## src/hdl/brake_stop_regs.svh

```systemverilog
`ifndef BRAKE_STOP_REGS_SVH
`define BRAKE_STOP_REGS_SVH

`define ADR_CTRL       8'h00
`define ADR_ROT_LVL    8'h04
`define ADR_LIN_LVL    8'h08
`define ADR_WAIT       8'h0c
`define ADR_DELAY      8'h10
`define ADR_STATUS     8'h14
`define ADR_IRQ_STAT   8'h18
`define ADR_IRQ_MASK   8'h1c

`define CTRL_LINEAR    0
`define CTRL_RESTART   1
`define CTRL_SVOFF_LO  4
`define CTRL_SVOFF_HI  5
`define CTRL_G2_LO     8
`define CTRL_G2_HI     9

`define RST_ROT_LVL    14'h0064
`define RST_LIN_LVL    14'h000a
`define LVL_MAX        14'h2710
`define RST_WAIT       7'h32
`define WAIT_MIN       7'h0a
`define WAIT_MAX       7'h64
`define RST_DELAY      6'h00
`define DELAY_MAX      6'h32

`define IRQ_BRAKE      0
`define IRQ_HELD       1
`define IRQ_PWRLOSS    2
`define IRQ_ALARM      3
`define IRQ_W          4

`define WAIT_UNIT_NS   10000000
`define CLK_PERIOD_NS  10

`endif

```

## src/hdl/brake_stop_pkg.sv

```systemverilog
package brake_stop_pkg;

  typedef enum logic [4:0] {
    ST_OFF     = 5'h01,
    ST_RUN     = 5'h02,
    ST_ZSTOP   = 5'h04,
    ST_BRKWAIT = 5'h08,
    ST_DELAY   = 5'h10
  } seq_state_t;

  typedef enum logic [1:0] {
    STOP_DB_DB    = 2'h0,
    STOP_DB_COAST = 2'h1,
    STOP_COAST    = 2'h2
  } stop_method_t;

  typedef enum logic [1:0] {
    G2_ZERO_SPEED = 2'h0,
    G2_AS_G1      = 2'h1,
    G2_DECEL      = 2'h2
  } g2_method_t;

  typedef struct packed {
    logic         linear;
    logic [13:0]  rot_lvl;
    logic [13:0]  lin_lvl;
    logic [6:0]   wait_time;
    logic [5:0]   delay;
  } cfg_t;

  typedef struct packed {
    logic power_on;
    logic dyn_brake;
    logic zero_clamp;
    logic pos_hold;
    logic decel_estop;
  } drive_t;

endpackage : brake_stop_pkg

```

## src/hdl/brake_tick_div.sv

```systemverilog
`timescale 1ns/10ps
module brake_tick_div #(
  parameter int TICK_CYCLES = 1000000
) (
  input  wire logic i_sys_clk,
  input  wire logic i_rst_b,
  input  wire logic i_clear,
  output logic      o_tick
);
  localparam int CW = $clog2(TICK_CYCLES + 1);
  localparam logic [CW-1:0] LAST = CW'(TICK_CYCLES - 1);

  logic [CW-1:0] cnt_ff;

  // Restarted on each state entry so the first unit is a full one
  always_ff @(posedge i_sys_clk or negedge i_rst_b)
    if (!i_rst_b)
      cnt_ff <= '0;
    else if (i_clear || cnt_ff == LAST)
      cnt_ff <= '0;
    else
      cnt_ff <= cnt_ff + CW'(1);

  assign o_tick = (cnt_ff == LAST) && !i_clear;
endmodule : brake_tick_div

```

## src/hdl/speed_below_level.sv

```systemverilog
`timescale 1ns/10ps
module speed_below_level (
  input  wire logic signed [15:0] i_speed,
  input  wire logic        [13:0] i_level,
  output logic                    o_below
);
  logic [16:0] mag;

  // Direction does not matter for braking, so compare magnitude
  assign mag     = i_speed[15] ? 17'(-17'(i_speed)) : 17'(i_speed);
  assign o_below = mag < {3'h0, i_level};
endmodule : speed_below_level

```

## src/hdl/brake_stop_sequencer.sv

```systemverilog
// Operation
// - Alarm while running starts a stop and drops brake release per timing.
// - Zero-speed alarm stop applies servo-off brake delay only after rest.
// - Rotary brake speed level 0..10000 rpm, default 100, immediate.
// - Linear brake speed level 0..10000 mm/s, default 10, immediate.
// - Brake wait after power off 10..100 x10 ms, default 50, immediate.
// - After power off, engage brake once speed falls below level.
// - After power off, engage brake once wait time elapses, whichever first.
// - Speed stays limited to motor maximum even with a higher level.
// - Four stop actions; three held states: dynamic brake, coast, clamp.
// - Zero clamp forces speed reference 0 then holds stop position.
// - Power loss while running always stops with dynamic brake.
// - Servo-off method 0 db/db, 1 db/coast, 2 coast/coast; after restart.
// - Alarms split into group one and two, each with own method.
// - Group one alarm stops with servo-off method, default dynamic brake.
// - Zero-speed stopping is the default for group two alarms.
// - Release output asserted frees brake; dropped on servo-off or alarm.
// - Overtravel keeps brake release asserted in every state except off.
`timescale 1ns/10ps
`include "brake_stop_regs.svh"
module brake_stop_sequencer #(
  parameter int TICK_CYCLES = `WAIT_UNIT_NS / `CLK_PERIOD_NS
) (
  input  wire logic                   i_sys_clk,
  input  wire logic                   i_rst_b,
  input  wire logic                   i_wb_cyc,
  input  wire logic                   i_wb_stb,
  input  wire logic                   i_wb_we,
  input  wire logic [7:0]             i_wb_adr,
  input  wire logic [3:0]             i_wb_sel,
  input  wire logic [31:0]            i_wb_dat,
  output logic      [31:0]            o_wb_dat,
  output logic                        o_wb_ack,
  input  wire logic                   i_servo_off_command,
  input  wire logic                   i_alarm_group_one,
  input  wire logic                   i_alarm_group_two,
  input  wire logic                   i_power_lost,
  input  wire logic                   i_overtravel,
  input  wire logic signed [15:0]     i_motor_speed,
  input  wire logic        [15:0]     i_max_speed,
  output logic                        o_brake_release_out,
  output brake_stop_pkg::drive_t      o_drive,
  output logic             [15:0]     o_speed_limit,
  output logic                        o_irq
);
  generate
    if (TICK_CYCLES < 1)
      $error("TICK_CYCLES must be at least one");
  endgenerate

  brake_stop_pkg::seq_state_t   state_ff;
  brake_stop_pkg::seq_state_t   nxt_state;
  brake_stop_pkg::stop_method_t stop_ff;
  brake_stop_pkg::stop_method_t nxt_stop;
  brake_stop_pkg::stop_method_t pend_svoff_ff;
  brake_stop_pkg::stop_method_t act_svoff_ff;
  brake_stop_pkg::g2_method_t   pend_g2_ff;
  brake_stop_pkg::g2_method_t   act_g2_ff;
  brake_stop_pkg::cfg_t         cfg_ff;
  brake_stop_pkg::drive_t       nxt_drive;
  logic [`IRQ_W-1:0]            irq_stat_ff;
  logic [`IRQ_W-1:0]            irq_mask_ff;
  logic [`IRQ_W-1:0]            irq_evt;
  logic [6:0]                   tcnt_ff;
  logic [31:0]                  wb_dat_ff;
  logic [31:0]                  rd_mux;
  logic                         wb_ack_ff;
  logic                         brake_ff;
  logic                         nxt_brake;
  logic                         irq_ff;
  logic [15:0]                  speed_limit_ff;
  logic                         restart_ff;
  logic                         req;
  logic                         wr;
  logic                         rd;
  logic                         below;
  logic                         tick;
  logic                         state_chg;
  logic                         wait_done;
  logic                         delay_done;
  logic                         alarm_any;
  logic [13:0]                  lvl_sel;
  logic [31:0]                  wdat;

  // Merge write data into a register image lane by lane
  function automatic logic [31:0] merge_lanes(input logic [31:0] old,
                                              input logic [31:0] dat,
                                              input logic [3:0]  sel);
    logic [31:0] res;
    res = old;
    for (int i = 0; i < 4; i++)
      if (sel[i])
        res[8*i +: 8] = dat[8*i +: 8];
    return res;
  endfunction : merge_lanes

  assign req = i_wb_cyc && i_wb_stb && !wb_ack_ff;
  // Writes land on the edge at which the master samples ack
  assign wr  = i_wb_cyc && i_wb_stb && wb_ack_ff && i_wb_we;
  assign rd  = req && !i_wb_we;

  always_comb
  begin
    rd_mux = 32'h0;
    unique case (i_wb_adr)
      `ADR_CTRL:
      begin
        rd_mux[`CTRL_LINEAR]                  = cfg_ff.linear;
        rd_mux[`CTRL_SVOFF_HI:`CTRL_SVOFF_LO] = pend_svoff_ff;
        rd_mux[`CTRL_G2_HI:`CTRL_G2_LO]       = pend_g2_ff;
      end
      `ADR_ROT_LVL:  rd_mux[13:0] = cfg_ff.rot_lvl;
      `ADR_LIN_LVL:  rd_mux[13:0] = cfg_ff.lin_lvl;
      `ADR_WAIT:     rd_mux[6:0]  = cfg_ff.wait_time;
      `ADR_DELAY:    rd_mux[5:0]  = cfg_ff.delay;
      `ADR_STATUS:   rd_mux[17:0] = {act_g2_ff, act_svoff_ff, stop_ff, below,
                                     brake_ff, o_drive, state_ff};
      `ADR_IRQ_STAT: rd_mux[`IRQ_W-1:0] = irq_stat_ff;
      `ADR_IRQ_MASK: rd_mux[`IRQ_W-1:0] = irq_mask_ff;
      default:       rd_mux = 32'h0;
    endcase
  end

  // Every access is answered, unmapped ones read zero and drop writes
  always_ff @(posedge i_sys_clk or negedge i_rst_b)
    if (!i_rst_b)
    begin
      wb_ack_ff <= 1'b0;
      wb_dat_ff <= 32'h0;
    end
    else
    begin
      wb_ack_ff <= req;
      if (rd)
        wb_dat_ff <= rd_mux;
    end

  always_comb
  begin
    wdat = 32'h0;
    unique case (i_wb_adr)
      `ADR_CTRL:    wdat = merge_lanes({22'h0, pend_g2_ff, 2'h0, pend_svoff_ff,
                                        3'h0, cfg_ff.linear}, i_wb_dat, i_wb_sel);
      `ADR_ROT_LVL: wdat = merge_lanes({18'h0, cfg_ff.rot_lvl}, i_wb_dat, i_wb_sel);
      `ADR_LIN_LVL: wdat = merge_lanes({18'h0, cfg_ff.lin_lvl}, i_wb_dat, i_wb_sel);
      `ADR_WAIT:    wdat = merge_lanes({25'h0, cfg_ff.wait_time}, i_wb_dat, i_wb_sel);
      `ADR_DELAY:   wdat = merge_lanes({26'h0, cfg_ff.delay}, i_wb_dat, i_wb_sel);
      default:      wdat = merge_lanes({28'h0, irq_mask_ff}, i_wb_dat, i_wb_sel);
    endcase
  end

  // Out-of-range settings are dropped so the old value stays in force
  always_ff @(posedge i_sys_clk or negedge i_rst_b)
    if (!i_rst_b)
    begin
      cfg_ff.linear    <= 1'b0;
      cfg_ff.rot_lvl   <= `RST_ROT_LVL;
      cfg_ff.lin_lvl   <= `RST_LIN_LVL;
      cfg_ff.wait_time <= `RST_WAIT;
      cfg_ff.delay     <= `RST_DELAY;
      pend_svoff_ff    <= brake_stop_pkg::STOP_DB_DB;
      pend_g2_ff       <= brake_stop_pkg::G2_ZERO_SPEED;
      irq_mask_ff      <= '0;
      restart_ff       <= 1'b0;
    end
    else
    begin
      restart_ff <= wr && i_wb_adr == `ADR_CTRL && wdat[`CTRL_RESTART];
      if (wr)
        unique case (i_wb_adr)
          `ADR_CTRL:
          begin
            cfg_ff.linear <= wdat[`CTRL_LINEAR];
            if (wdat[`CTRL_SVOFF_HI:`CTRL_SVOFF_LO] <= 2'(brake_stop_pkg::STOP_COAST))
              pend_svoff_ff <= brake_stop_pkg::stop_method_t'(
                                 wdat[`CTRL_SVOFF_HI:`CTRL_SVOFF_LO]);
            if (wdat[`CTRL_G2_HI:`CTRL_G2_LO] <= 2'(brake_stop_pkg::G2_DECEL))
              pend_g2_ff <= brake_stop_pkg::g2_method_t'(wdat[`CTRL_G2_HI:`CTRL_G2_LO]);
          end
          `ADR_ROT_LVL:
            if (wdat[31:14] == 18'h0 && wdat[13:0] <= `LVL_MAX)
              cfg_ff.rot_lvl <= wdat[13:0];
          `ADR_LIN_LVL:
            if (wdat[31:14] == 18'h0 && wdat[13:0] <= `LVL_MAX)
              cfg_ff.lin_lvl <= wdat[13:0];
          `ADR_WAIT:
            if (wdat[31:7] == 25'h0 && wdat[6:0] >= `WAIT_MIN && wdat[6:0] <= `WAIT_MAX)
              cfg_ff.wait_time <= wdat[6:0];
          `ADR_DELAY:
            if (wdat[31:6] == 26'h0 && wdat[5:0] <= `DELAY_MAX)
              cfg_ff.delay <= wdat[5:0];
          `ADR_IRQ_MASK: irq_mask_ff <= wdat[`IRQ_W-1:0];
          default: ;
        endcase
    end

  // Stop methods only change on restart, so a plain write never switches a stop in progress
  always_ff @(posedge i_sys_clk or negedge i_rst_b)
    if (!i_rst_b)
    begin
      act_svoff_ff <= brake_stop_pkg::STOP_DB_DB;
      act_g2_ff    <= brake_stop_pkg::G2_ZERO_SPEED;
    end
    else if (restart_ff)
    begin
      act_svoff_ff <= pend_svoff_ff;
      act_g2_ff    <= pend_g2_ff;
    end

  assign lvl_sel = cfg_ff.linear ? cfg_ff.lin_lvl : cfg_ff.rot_lvl;

  speed_below_level u_below (
    .i_speed (i_motor_speed),
    .i_level (lvl_sel),
    .o_below (below)
  );

  assign state_chg = nxt_state != state_ff;

  brake_tick_div #(
    .TICK_CYCLES (TICK_CYCLES)
  ) u_tick (
    .i_sys_clk (i_sys_clk),
    .i_rst_b   (i_rst_b),
    .i_clear   (state_chg),
    .o_tick    (tick)
  );

  always_ff @(posedge i_sys_clk or negedge i_rst_b)
    if (!i_rst_b)
      tcnt_ff <= 7'h0;
    else if (state_chg)
      tcnt_ff <= 7'h0;
    else if (tick && tcnt_ff != `WAIT_MAX)
      tcnt_ff <= tcnt_ff + 7'h1;

  assign wait_done  = tcnt_ff >= cfg_ff.wait_time;
  assign delay_done = tcnt_ff >= {1'b0, cfg_ff.delay};
  assign alarm_any  = i_alarm_group_one || i_alarm_group_two;

  always_comb
  begin
    nxt_state = state_ff;
    nxt_stop  = stop_ff;
    unique case (state_ff)
      brake_stop_pkg::ST_OFF:
        if (!i_servo_off_command && !alarm_any && !i_power_lost)
          nxt_state = brake_stop_pkg::ST_RUN;
      brake_stop_pkg::ST_RUN:
        if (i_power_lost)
        begin
          nxt_state = brake_stop_pkg::ST_BRKWAIT;
          nxt_stop  = brake_stop_pkg::STOP_DB_DB;
        end
        else if (i_alarm_group_two && act_g2_ff != brake_stop_pkg::G2_AS_G1)
          nxt_state = brake_stop_pkg::ST_ZSTOP;
        else if (alarm_any || i_servo_off_command)
        begin
          nxt_stop  = act_svoff_ff;
          // Servo-off of a stopped motor brakes first, then cuts power
          nxt_state = (below && !alarm_any) ? brake_stop_pkg::ST_DELAY
                                            : brake_stop_pkg::ST_BRKWAIT;
        end
      brake_stop_pkg::ST_ZSTOP:
        if (i_power_lost)
        begin
          nxt_state = brake_stop_pkg::ST_BRKWAIT;
          nxt_stop  = brake_stop_pkg::STOP_DB_DB;
        end
        else if (below)
        begin
          nxt_state = brake_stop_pkg::ST_DELAY;
          nxt_stop  = (act_svoff_ff == brake_stop_pkg::STOP_DB_DB)
                      ? brake_stop_pkg::STOP_DB_DB : brake_stop_pkg::STOP_COAST;
        end
      brake_stop_pkg::ST_BRKWAIT:
        if (below || wait_done)
          nxt_state = brake_stop_pkg::ST_OFF;
      brake_stop_pkg::ST_DELAY:
        if (i_power_lost)
        begin
          nxt_state = brake_stop_pkg::ST_OFF;
          nxt_stop  = brake_stop_pkg::STOP_DB_DB;
        end
        else if (delay_done)
          nxt_state = brake_stop_pkg::ST_OFF;
      default:
        nxt_state = brake_stop_pkg::ST_OFF;
    endcase
  end

  always_ff @(posedge i_sys_clk or negedge i_rst_b)
    if (!i_rst_b)
    begin
      state_ff <= brake_stop_pkg::ST_OFF;
      stop_ff  <= brake_stop_pkg::STOP_DB_DB;
    end
    else
    begin
      state_ff <= nxt_state;
      stop_ff  <= nxt_stop;
    end

  always_comb
  begin
    nxt_drive = '0;
    nxt_brake = 1'b0;
    unique case (nxt_state)
      brake_stop_pkg::ST_OFF:
        nxt_drive.dyn_brake = nxt_stop == brake_stop_pkg::STOP_DB_DB;
      brake_stop_pkg::ST_RUN:
      begin
        nxt_drive.power_on = 1'b1;
        nxt_brake          = 1'b1;
      end
      brake_stop_pkg::ST_ZSTOP:
      begin
        nxt_drive.power_on    = 1'b1;
        nxt_drive.zero_clamp  = act_g2_ff == brake_stop_pkg::G2_ZERO_SPEED;
        nxt_drive.decel_estop = act_g2_ff == brake_stop_pkg::G2_DECEL;
        nxt_brake             = 1'b1;
      end
      brake_stop_pkg::ST_BRKWAIT:
      begin
        // Power is already cut; brake waits for speed or time
        nxt_drive.dyn_brake = nxt_stop != brake_stop_pkg::STOP_COAST;
        nxt_brake           = 1'b1;
      end
      brake_stop_pkg::ST_DELAY:
      begin
        nxt_drive.power_on   = 1'b1;
        nxt_drive.zero_clamp = 1'b1;
        nxt_drive.pos_hold   = 1'b1;
      end
      default: ;
    endcase
    // Not at power-down rest: overtravel must not drop the brake
    if (i_overtravel && nxt_state != brake_stop_pkg::ST_OFF)
      nxt_brake = 1'b1;
  end

  always_ff @(posedge i_sys_clk or negedge i_rst_b)
    if (!i_rst_b)
    begin
      brake_ff       <= 1'b0;
      o_drive        <= '0;
      speed_limit_ff <= 16'h0;
    end
    else
    begin
      brake_ff       <= nxt_brake;
      o_drive        <= nxt_drive;
      speed_limit_ff <= i_max_speed;
    end

  assign irq_evt[`IRQ_BRAKE]   = brake_ff && !nxt_brake;
  assign irq_evt[`IRQ_HELD]    = state_chg && nxt_state == brake_stop_pkg::ST_OFF;
  assign irq_evt[`IRQ_PWRLOSS] = state_chg && i_power_lost;
  assign irq_evt[`IRQ_ALARM]   = state_chg && state_ff == brake_stop_pkg::ST_RUN &&
                                 alarm_any;

  // A new event in the clearing read cycle stays set
  always_ff @(posedge i_sys_clk or negedge i_rst_b)
    if (!i_rst_b)
    begin
      irq_stat_ff <= '0;
      irq_ff      <= 1'b0;
    end
    else
    begin
      if (rd && i_wb_adr == `ADR_IRQ_STAT)
        irq_stat_ff <= irq_evt;
      else
        irq_stat_ff <= irq_stat_ff | irq_evt;
      irq_ff <= |(irq_stat_ff & irq_mask_ff);
    end

  assign o_wb_dat            = wb_dat_ff;
  assign o_wb_ack            = wb_ack_ff;
  assign o_brake_release_out = brake_ff;
  assign o_speed_limit       = speed_limit_ff;
  assign o_irq               = irq_ff;
endmodule : brake_stop_sequencer

```

## config.mk

```make
export PLATFORM = sky130hd
export DESIGN_NAME = brake_stop_sequencer
export DESIGN_NICKNAME = d
export VERILOG_FILES = /design/src/hdl/brake_stop_pkg.sv /design/src/hdl/brake_tick_div.sv /design/src/hdl/speed_below_level.sv /design/src/hdl/brake_stop_sequencer.sv
export VERILOG_INCLUDE_DIRS = /design/src /design/src/hdl
export SDC_FILE = /design/constraint.sdc
export NUM_CORES = 1
export LEC_CHECK = 0
export BUFFER_PORTS_ARGS = -buffer_cell sky130_fd_sc_hd__buf_2
export CAP_MARGIN = 20
export CORE_MARGIN = 3
export CORE_UTILIZATION = 25
export DETAILED_ROUTE_END_ITERATION = 7
export PLACE_DENSITY = 0.41
export SYNTH_ARGS = -nofsm -noshare
export SYNTH_HDL_FRONTEND = slang
export SYNTH_SLANG_ARGS = --single-unit
```

## constraint.sdc

```tcl
create_clock -name i_sys_clk -period 5.65 [get_ports i_sys_clk]
set_input_delay 0.2825 -clock i_sys_clk [delete_from_list [all_inputs] [get_ports i_sys_clk]]
set_output_delay 0.2825 -clock i_sys_clk [all_outputs]
set_load 0.005 [all_outputs]
```

# After elaboration in Yosys (flattened, before gate mapping)
# Index checks and enable logic that the tools add are counted.
dict set report totals {
  reg_bits 135
  mem_bits_ro 0
  output_inout_bits 56
  n_memories 0
  in_bits 86
  ramBits 0
  elab_cells 171
  latchBits 0
}
dict set report op_classes {
  addsub 3
  mux 53
  n_eq_ne 24
  shift 0
  magnitude_cmp 9
  n_reduce_logical 54
  n_mul 0
  bitwise_logic 2
  div_mod_pow 0
}
# cell count
set op_table {}
lappend op_table {{two-way mux 8 bit} 12}
lappend op_table {{one-hot mux 16 bit (5 select lines)} 1}
lappend op_table {{two-way mux 5 bit} 10}
lappend op_table {{equality test 8 x 5 -> 1 bit (second input constant)} 4}
lappend op_table {{logical NOT 26 bit} 1}
lappend op_table {{logical NOT 25 bit} 1}
lappend op_table {{one-hot mux 5 bit (5 select lines)} 1}
lappend op_table {{logical AND 1 bit} 24}
lappend op_table {{one-hot mux 3 bit (7 select lines)} 1}
lappend op_table {{adder 20 x 1 -> 20 bit (second input constant)} 1}
lappend op_table {{equality test 20 bit (second input constant)} 1}
lappend op_table {{two-way mux 20 bit} 1}
lappend op_table {{logical NOT 18 bit} 1}
lappend op_table {{AND reduction 3 bit} 6}
lappend op_table {{< comparator 17 x 14 -> 1 bit} 1}
lappend op_table {{two-way mux 17 bit} 1}
lappend op_table {{negation 16 -> 17 bit} 1}
lappend op_table {{equality test 8 x 4 -> 1 bit (second input constant)} 2}
lappend op_table {{less-or-equal comparator 14 bit (second input constant)} 1}
lappend op_table {{two-way mux 14 bit} 1}
lappend op_table {{two-way mux 2 bit} 7}
lappend op_table {{two-way mux 7 bit} 2}
lappend op_table {{one-hot mux 2 bit (6 select lines)} 1}
lappend op_table {{one-hot mux 4 bit (3 select lines)} 1}
lappend op_table {{other kinds (37)} 62}

# Depth between registers and ports, before layout
dict set report depth {
  word_depth 17
  ltp_mapped 16
}

# Hierarchy
# From an unflattened synthesis, not the netlist that was laid out.
dict set report unflattened {
  hier_cells 858
  hier_area_um2 8326.7
}
# mod seq_area_each_um2 cells_each instances area_per_inst_um2
set modules_own_cells {}
lappend modules_own_cells {brake_stop_sequencer 2889.0 657 1 6645.1}
lappend modules_own_cells {brake_tick_div 500.5 108 1 1017.2}
lappend modules_own_cells {speed_below_level 0.0 93 1 664.4}

# Worst setup path before layout
# OpenSTA, ideal clock, no wires.
dict set report synth_timing {
  kind {in2reg}
  startpoint {in i_motor_speed[0]}
  endpoint {reg irq_stat_ff[1]}
  setup_time_ns 0.121
  path_slack_ns 1.846
  required_time_ns 5.529
  arrival_ns 3.683
  n_path_buf 1
  stages 16
  cell_sequence {inv_1 ha_1 or3b_2 or2_2 o41ai_1 xnor2_1 ha_1 nand3_1 nor2_1 o311ai_0 o211a_1 o31a_1 a2bb2oi_1 or3_1 clkbuf_1 a22o_1}
}
dict set report synth_via {
  elab_chain_cells 13
  word_cells_on_any_way 18
}
# element line_no
set synth_rtl {}
lappend synth_rtl {{start, declared} brake_stop_sequencer.sv:39} ;# input wire logic signed [15:0] i_motor_speed,
lappend synth_rtl {{negation 16 -> 17 bit} speed_below_level.sv:10} ;# assign mag = i_speed[15] ? 17'(-17'(i_speed)) : 17'(i_speed);
lappend synth_rtl {{two-way mux 17 bit (*)} speed_below_level.sv:10}
lappend synth_rtl {{< comparator 17 x 14 -> 1 bit (*)} speed_below_level.sv:11} ;# assign o_below = mag < {3'h0, i_level};
lappend synth_rtl {{logical AND 1 bit} brake_stop_sequencer.sv:261} ;# nxt_state = (below && !alarm_any) ? brake_stop_pkg::ST_DELAY
lappend synth_rtl {{two-way mux 5 bit} brake_stop_sequencer.sv:261}
lappend synth_rtl {{two-way mux 5 bit} brake_stop_sequencer.sv:257} ;# else if (alarm_any || i_servo_off_command)
lappend synth_rtl {{two-way mux 5 bit} brake_stop_sequencer.sv:255} ;# else if (i_alarm_group_two && act_g2_ff != brake_stop_pkg::G2_AS_G1)
lappend synth_rtl {{two-way mux 5 bit} brake_stop_sequencer.sv:250} ;# if (i_power_lost)
lappend synth_rtl {{one-hot mux 5 bit (5 select lines) (*)} brake_stop_sequencer.sv:245} ;# unique case (state_ff)
lappend synth_rtl {{!= test 5 bit / equality test 5 x 1 -> 1 bit (equally long branches)} {brake_stop_sequencer.sv:218, brake_stop_sequencer.sv:357}}
lappend synth_rtl {{logical AND 1 bit (*)} brake_stop_sequencer.sv:357} ;# assign irq_evt[`IRQ_HELD] = state_chg && nxt_state == brake_stop_pkg::ST_OFF;
lappend synth_rtl {{bitwise OR 4 bit} brake_stop_sequencer.sv:374} ;# irq_stat_ff <= irq_stat_ff | irq_evt;
lappend synth_rtl {{two-way mux 4 bit (*)} brake_stop_sequencer.sv:371} ;# if (rd && i_wb_adr == `ADR_IRQ_STAT)
lappend synth_rtl {{end signal, assigned} brake_stop_sequencer.sv:372} ;# irq_stat_ff <= irq_evt;
lappend synth_rtl {{end signal, assigned} brake_stop_sequencer.sv:374}
lappend synth_rtl {{end, declared} brake_stop_sequencer.sv:61} ;# logic [`IRQ_W-1:0] irq_stat_ff;
# Mark *: on every way between the ends. The rest lies on a longest branch, timed or not.
# A chain may end at the register's enable or synchronous reset.

# Worst setup path in the final report
dict set report layout_timing {
  startpoint {reg cfg_ff[41] in the netlist's numbering}
  endpoint {reg u_tick.cnt_ff[2]}
}
dict set report layout_via {
  elab_chain_cells 11
  word_cells_on_any_way 15
}
# element line_no
set layout_rtl {}
lappend layout_rtl {{start, declared} brake_stop_sequencer.sv:59} ;# brake_stop_pkg::cfg_t cfg_ff;
lappend layout_rtl {{two-way mux 14 bit (*)} brake_stop_sequencer.sv:210} ;# assign lvl_sel = cfg_ff.linear ? cfg_ff.lin_lvl : cfg_ff.rot_lvl;
lappend layout_rtl {{< comparator 17 x 14 -> 1 bit (*)} speed_below_level.sv:11}
lappend layout_rtl {{logical AND 1 bit} brake_stop_sequencer.sv:261}
lappend layout_rtl {{two-way mux 5 bit} brake_stop_sequencer.sv:261}
lappend layout_rtl {{two-way mux 5 bit} brake_stop_sequencer.sv:257}
lappend layout_rtl {{two-way mux 5 bit} brake_stop_sequencer.sv:255}
lappend layout_rtl {{two-way mux 5 bit} brake_stop_sequencer.sv:250}
lappend layout_rtl {{one-hot mux 5 bit (5 select lines) (*)} brake_stop_sequencer.sv:245}
lappend layout_rtl {{!= test 5 bit (*)} brake_stop_sequencer.sv:218} ;# assign state_chg = nxt_state != state_ff;
lappend layout_rtl {{logical OR 1 bit (*)} brake_tick_div.sv:19} ;# else if (i_clear || cnt_ff == LAST)
lappend layout_rtl {{two-way mux 20 bit (*)} brake_tick_div.sv:19}
lappend layout_rtl {{end signal, assigned} brake_tick_div.sv:22} ;# cnt_ff <= cnt_ff + CW'(1);
lappend layout_rtl {{end, declared} brake_tick_div.sv:13} ;# logic [CW-1:0] cnt_ff;
# Marked as above.

==> impl_metrics.csv <==
group,metric,value,unit
worst_setup_path,setup.worst_path.start_class,"flip-flop",
drt,drtIter0Drc,425,
pwr,power.leakage,4.41,nW
logic_synthesis,ys_ff_latch,135,
clock_tree,cts.sinks,135,
logic_synthesis,synth_compound_area_frac,0.151,
worst_setup_path,worstPathArrival,4.56,ns
worst_setup_path,cp_max_fo,20,
global_routing,grt_pass1_wl,38000,um
worst_setup_path,cp.required,5.99,ns
logic_synthesis,yosys.cell_count.top_type,"dfrtp_1",
drt,wirelength,24400,um
finish,final_core_util,0.312,
drt,dr_total_vias,6446,
floorplan,initial_core_util,0.255,
flow_run,cap_violations,0,
pwr,p_clk_frac,0.480,
worst_setup_path,path_class,"reg -> reg",
pwr,pwr-share-comb,0.096,
finish,stdcell_count,1323,
pwr,switchingPower,0.598,mW
drt,drtPass1Iterations,5,
floorplan,die_h,183,um
hold_path,hold_class,"in -> reg",
global_routing,grt_overflow_total,0,
logic_synthesis,synth.top_cell.area_share,0.402,
placed_design,dp_hpwl,18200,um
placed_design,io_buffers,127,
logic_synthesis,synth_mux_area_frac,0.118,
finish,num-nets-final,1030,
sta,rsz0062_at_grt,"false",
global_routing,track_usage,0.146,
drt,via_per_inst,4.87,
logic_synthesis,seq_area_frac_synth,0.432,
sta,slew_headroom,0.360,
global_routing,grt_pass1_vias,6418,
logic_synthesis,synthAdderAreaFrac,0.0478,
clock_tree,ctsLongestPathBuffers,2,
logic_synthesis,ys_warn_count,0,
pwr,switching_share,0.250,
placed_design,routabilityCongestion,0.797,
drt,drcViolationCount,0,
logic_synthesis,yosys.area.top_type,"dfrtp_1",
finish,fillers,3243,
logic_synthesis,synth_top_family_by_area,"simple AND/OR/NAND/NOR gates",
sta,period_minus_slack,4.22,ns
pwr,seqPwrFrac,0.423,
logic_synthesis,synth_top_flop_cell,"dfrtp_1",
pwr,intPower,1.79,mW
placed_design,dp.cells,1274,
worst_setup_path,critPathCaptureType,"flip-flop",
logic_synthesis,synthTopCellsByArea,"dfrtp_1, ha_1, mux2_4, mux2_2, nor2_1",
clock_tree,root_buffer,"clkbuf_16",
sta,setup-violations-final,0,
finish,drive_gt1_frac,0.246,
floorplan,dieArea,0.0336,mm2
finish,syn_to_final_growth,22.2,%
sta,fin_skew,0.0125,ns
sta,period_share,0.747,
sta,final.setup.worst_slack,1.43,ns
clock_tree,cts_buffers,17,
logic_synthesis,syn_area,0.00785,mm2
clock_tree,clk_pin_slew,0.06,ns
sta,finalHoldViolCount,0,
logic_synthesis,synthTopCellsByCount,"dfrtp_1, nor2_1, nand2_1",
sta,finalSetupTns,0,ns
logic_synthesis,synthDistinctLibCells,73,
placed_design,place_ws,1.02,ns
finish,num_antenna_cells,0,
drt,wl_per_cell,18.4,um
global_routing,grt_max_degree,91,
sta,tightest_slew,0.957,ns
logic_synthesis,postSynthAreaPerCell,10.1,um2
pwr,power.total,2.39,mW
sta,fmax,0.237,GHz
pwr,ir_worst_vdd,225,uV
status,status,"completed",
drt,ant_nets,0,
pwr,p_per_area,249,mW/mm2
floorplan,num_rows,64,
clock_tree,cts.htree.levels,4,
floorplan,io_pins,142,
clock_tree,tritoncts,"yes",
floorplan,die_w,183,um
floorplan,core-area,0.0307,mm2
logic_synthesis,synth_xor_area_frac,0.0435,
clock_tree,cts_setup_buffers,0,
sta,drv_slew,0,
logic_synthesis,yosys.area_share.simple,0.162,
global_routing,antenna_found_initial,0,
clock_tree,worstSkewPairLatency,0.43,ns
logic_synthesis,synthCells,779,
logic_synthesis,synthArstFlopShare,1.00,
logic_synthesis,synth_enable_flop_cells,0,
[power groups by stage]
| stage | logic (mW) | registers [mW] | clock network (mW) |
|---|---|---|---|
| floorplan | 0.124 | 1.02 | 0 |
| global placement | 0.224 | 1.03 | 0 |
| detailed placement | 0.224 | 1.03 | 0 |
| CTS | 0.234 | 1.01 | 1.18 |
| global route | 0.261 | 1.01 | 1.23 |
| finish | 0.230 | 1.01 | 1.15 |
[state kept, by name, summed over array words and instances (netlist names)]
| name | flops |
|---|---|
| act_svoff_ff | 2 |
| pend_g2_ff | 2 |
| o_drive | 5 |
| restart_ff | 1 |
| state_ff | 5 |
| o_brake_release_out | 1 |
| o_speed_limit | 16 |
| irq_mask_ff | 4 |
| cfg_ff | 42 |
| irq_stat_ff | 4 |
| u_tick.cnt_ff | 20 |
| o_irq | 1 |
| o_wb_dat | 18 |
| o_wb_ack | 1 |
| pend_svoff_ff | 2 |
| tcnt_ff | 7 |
| stop_ff | 2 |
| act_g2_ff | 2 |
[layout make-up]
class	count	area, um2	area share
clock inverter	12	154	0.0160
multi-input combinational	584	4150	0.433
sequential	135	3390	0.353
inverter	26	97.6	0.0102
timing repair buffer	150	857	0.0893
tap	396	495	0.0516
clock buffer	20	447	0.0466
[path summary, 6_finish.rpt]
path | from | endpoint | slack, ns | cells past startpoint
max | cfg_ff[41] | u_tick.cnt_ff[2] | 1.43 | 10
min | i_overtravel | o_brake_release_out | 0.14 | 3
max reg2reg | cfg_ff[41] | u_tick.cnt_ff[2] | 1.43 | 10
min reg2reg | o_wb_dat[1] | o_wb_dat[1] | 0.48 | 1
max in group asynchronous | i_rst_b | o_speed_limit[12] | 3.93 | 3
min in group asynchronous | i_rst_b | o_wb_dat[17] | 0.52 | 2
[placed cells by master (no fill, tap or decap), drive strengths merged, types with 14 or more instances in the layout]
master         n
a21oi         29
a22o          20
buf          133
clkbuf        20
conb          14
dfrtp        126
dlygate4sd3   17
ha            30
inv           27
mux2          57
mux2i         20
nand2         60
nand3         20
nor2          77
nor3          19
o21ai         35
xnor2         23
xor2          16
[layer usage]
metal,global-route usage,wire length (um),share of wire
met5,0,0,0
met4,0.0323,235,0.0096
met3,0.0262,1070,0.044
met2,0.236,11200,0.46
met1,0.205,11900,0.49
[what timing repair did]
| action | CTS | global route |
|---|---|---|
| gates resized for setup | 0 | 0 |
| endpoints found under the hold margin | 19 | 0 |
| hold buffers | 17 | 0 |
[critical path: stages, from the launching register on]
cell      delay (ns)
dfrtp_1         0.90
mux2i_1         0.36
ha_1            0.29
o21ai_0         0.14
nor2_1          0.06
o311ai_0        0.54
o211ai_2        0.39
a31oi_1         0.27
nor2_1          0.08
or4b_1          0.84
nor2_1          0.23
[kinds of logic after synthesis]
| group | count (synthesis) |
|---|---|
| compound gates | 168 |
| xor+xnor | 39 |
| fa+ha+maj | 30 |
| buf+inv | 73 |
| flops | 135 |
| mux | 77 |
| other cells | 1 |
| simple gates | 256 |
[stage by stage]
step | instance area [um2] | hold WS, ns
after CTS | 9590 | 0.124
after floorplan | 7900 | -0.0131
after global placement | 8820 | 0.390
final | 9590 | 0.141
after detailed placement | 8820 | 0.392
after global routing | 9590 | 0.127
Power figures use the tool's default switching activity.
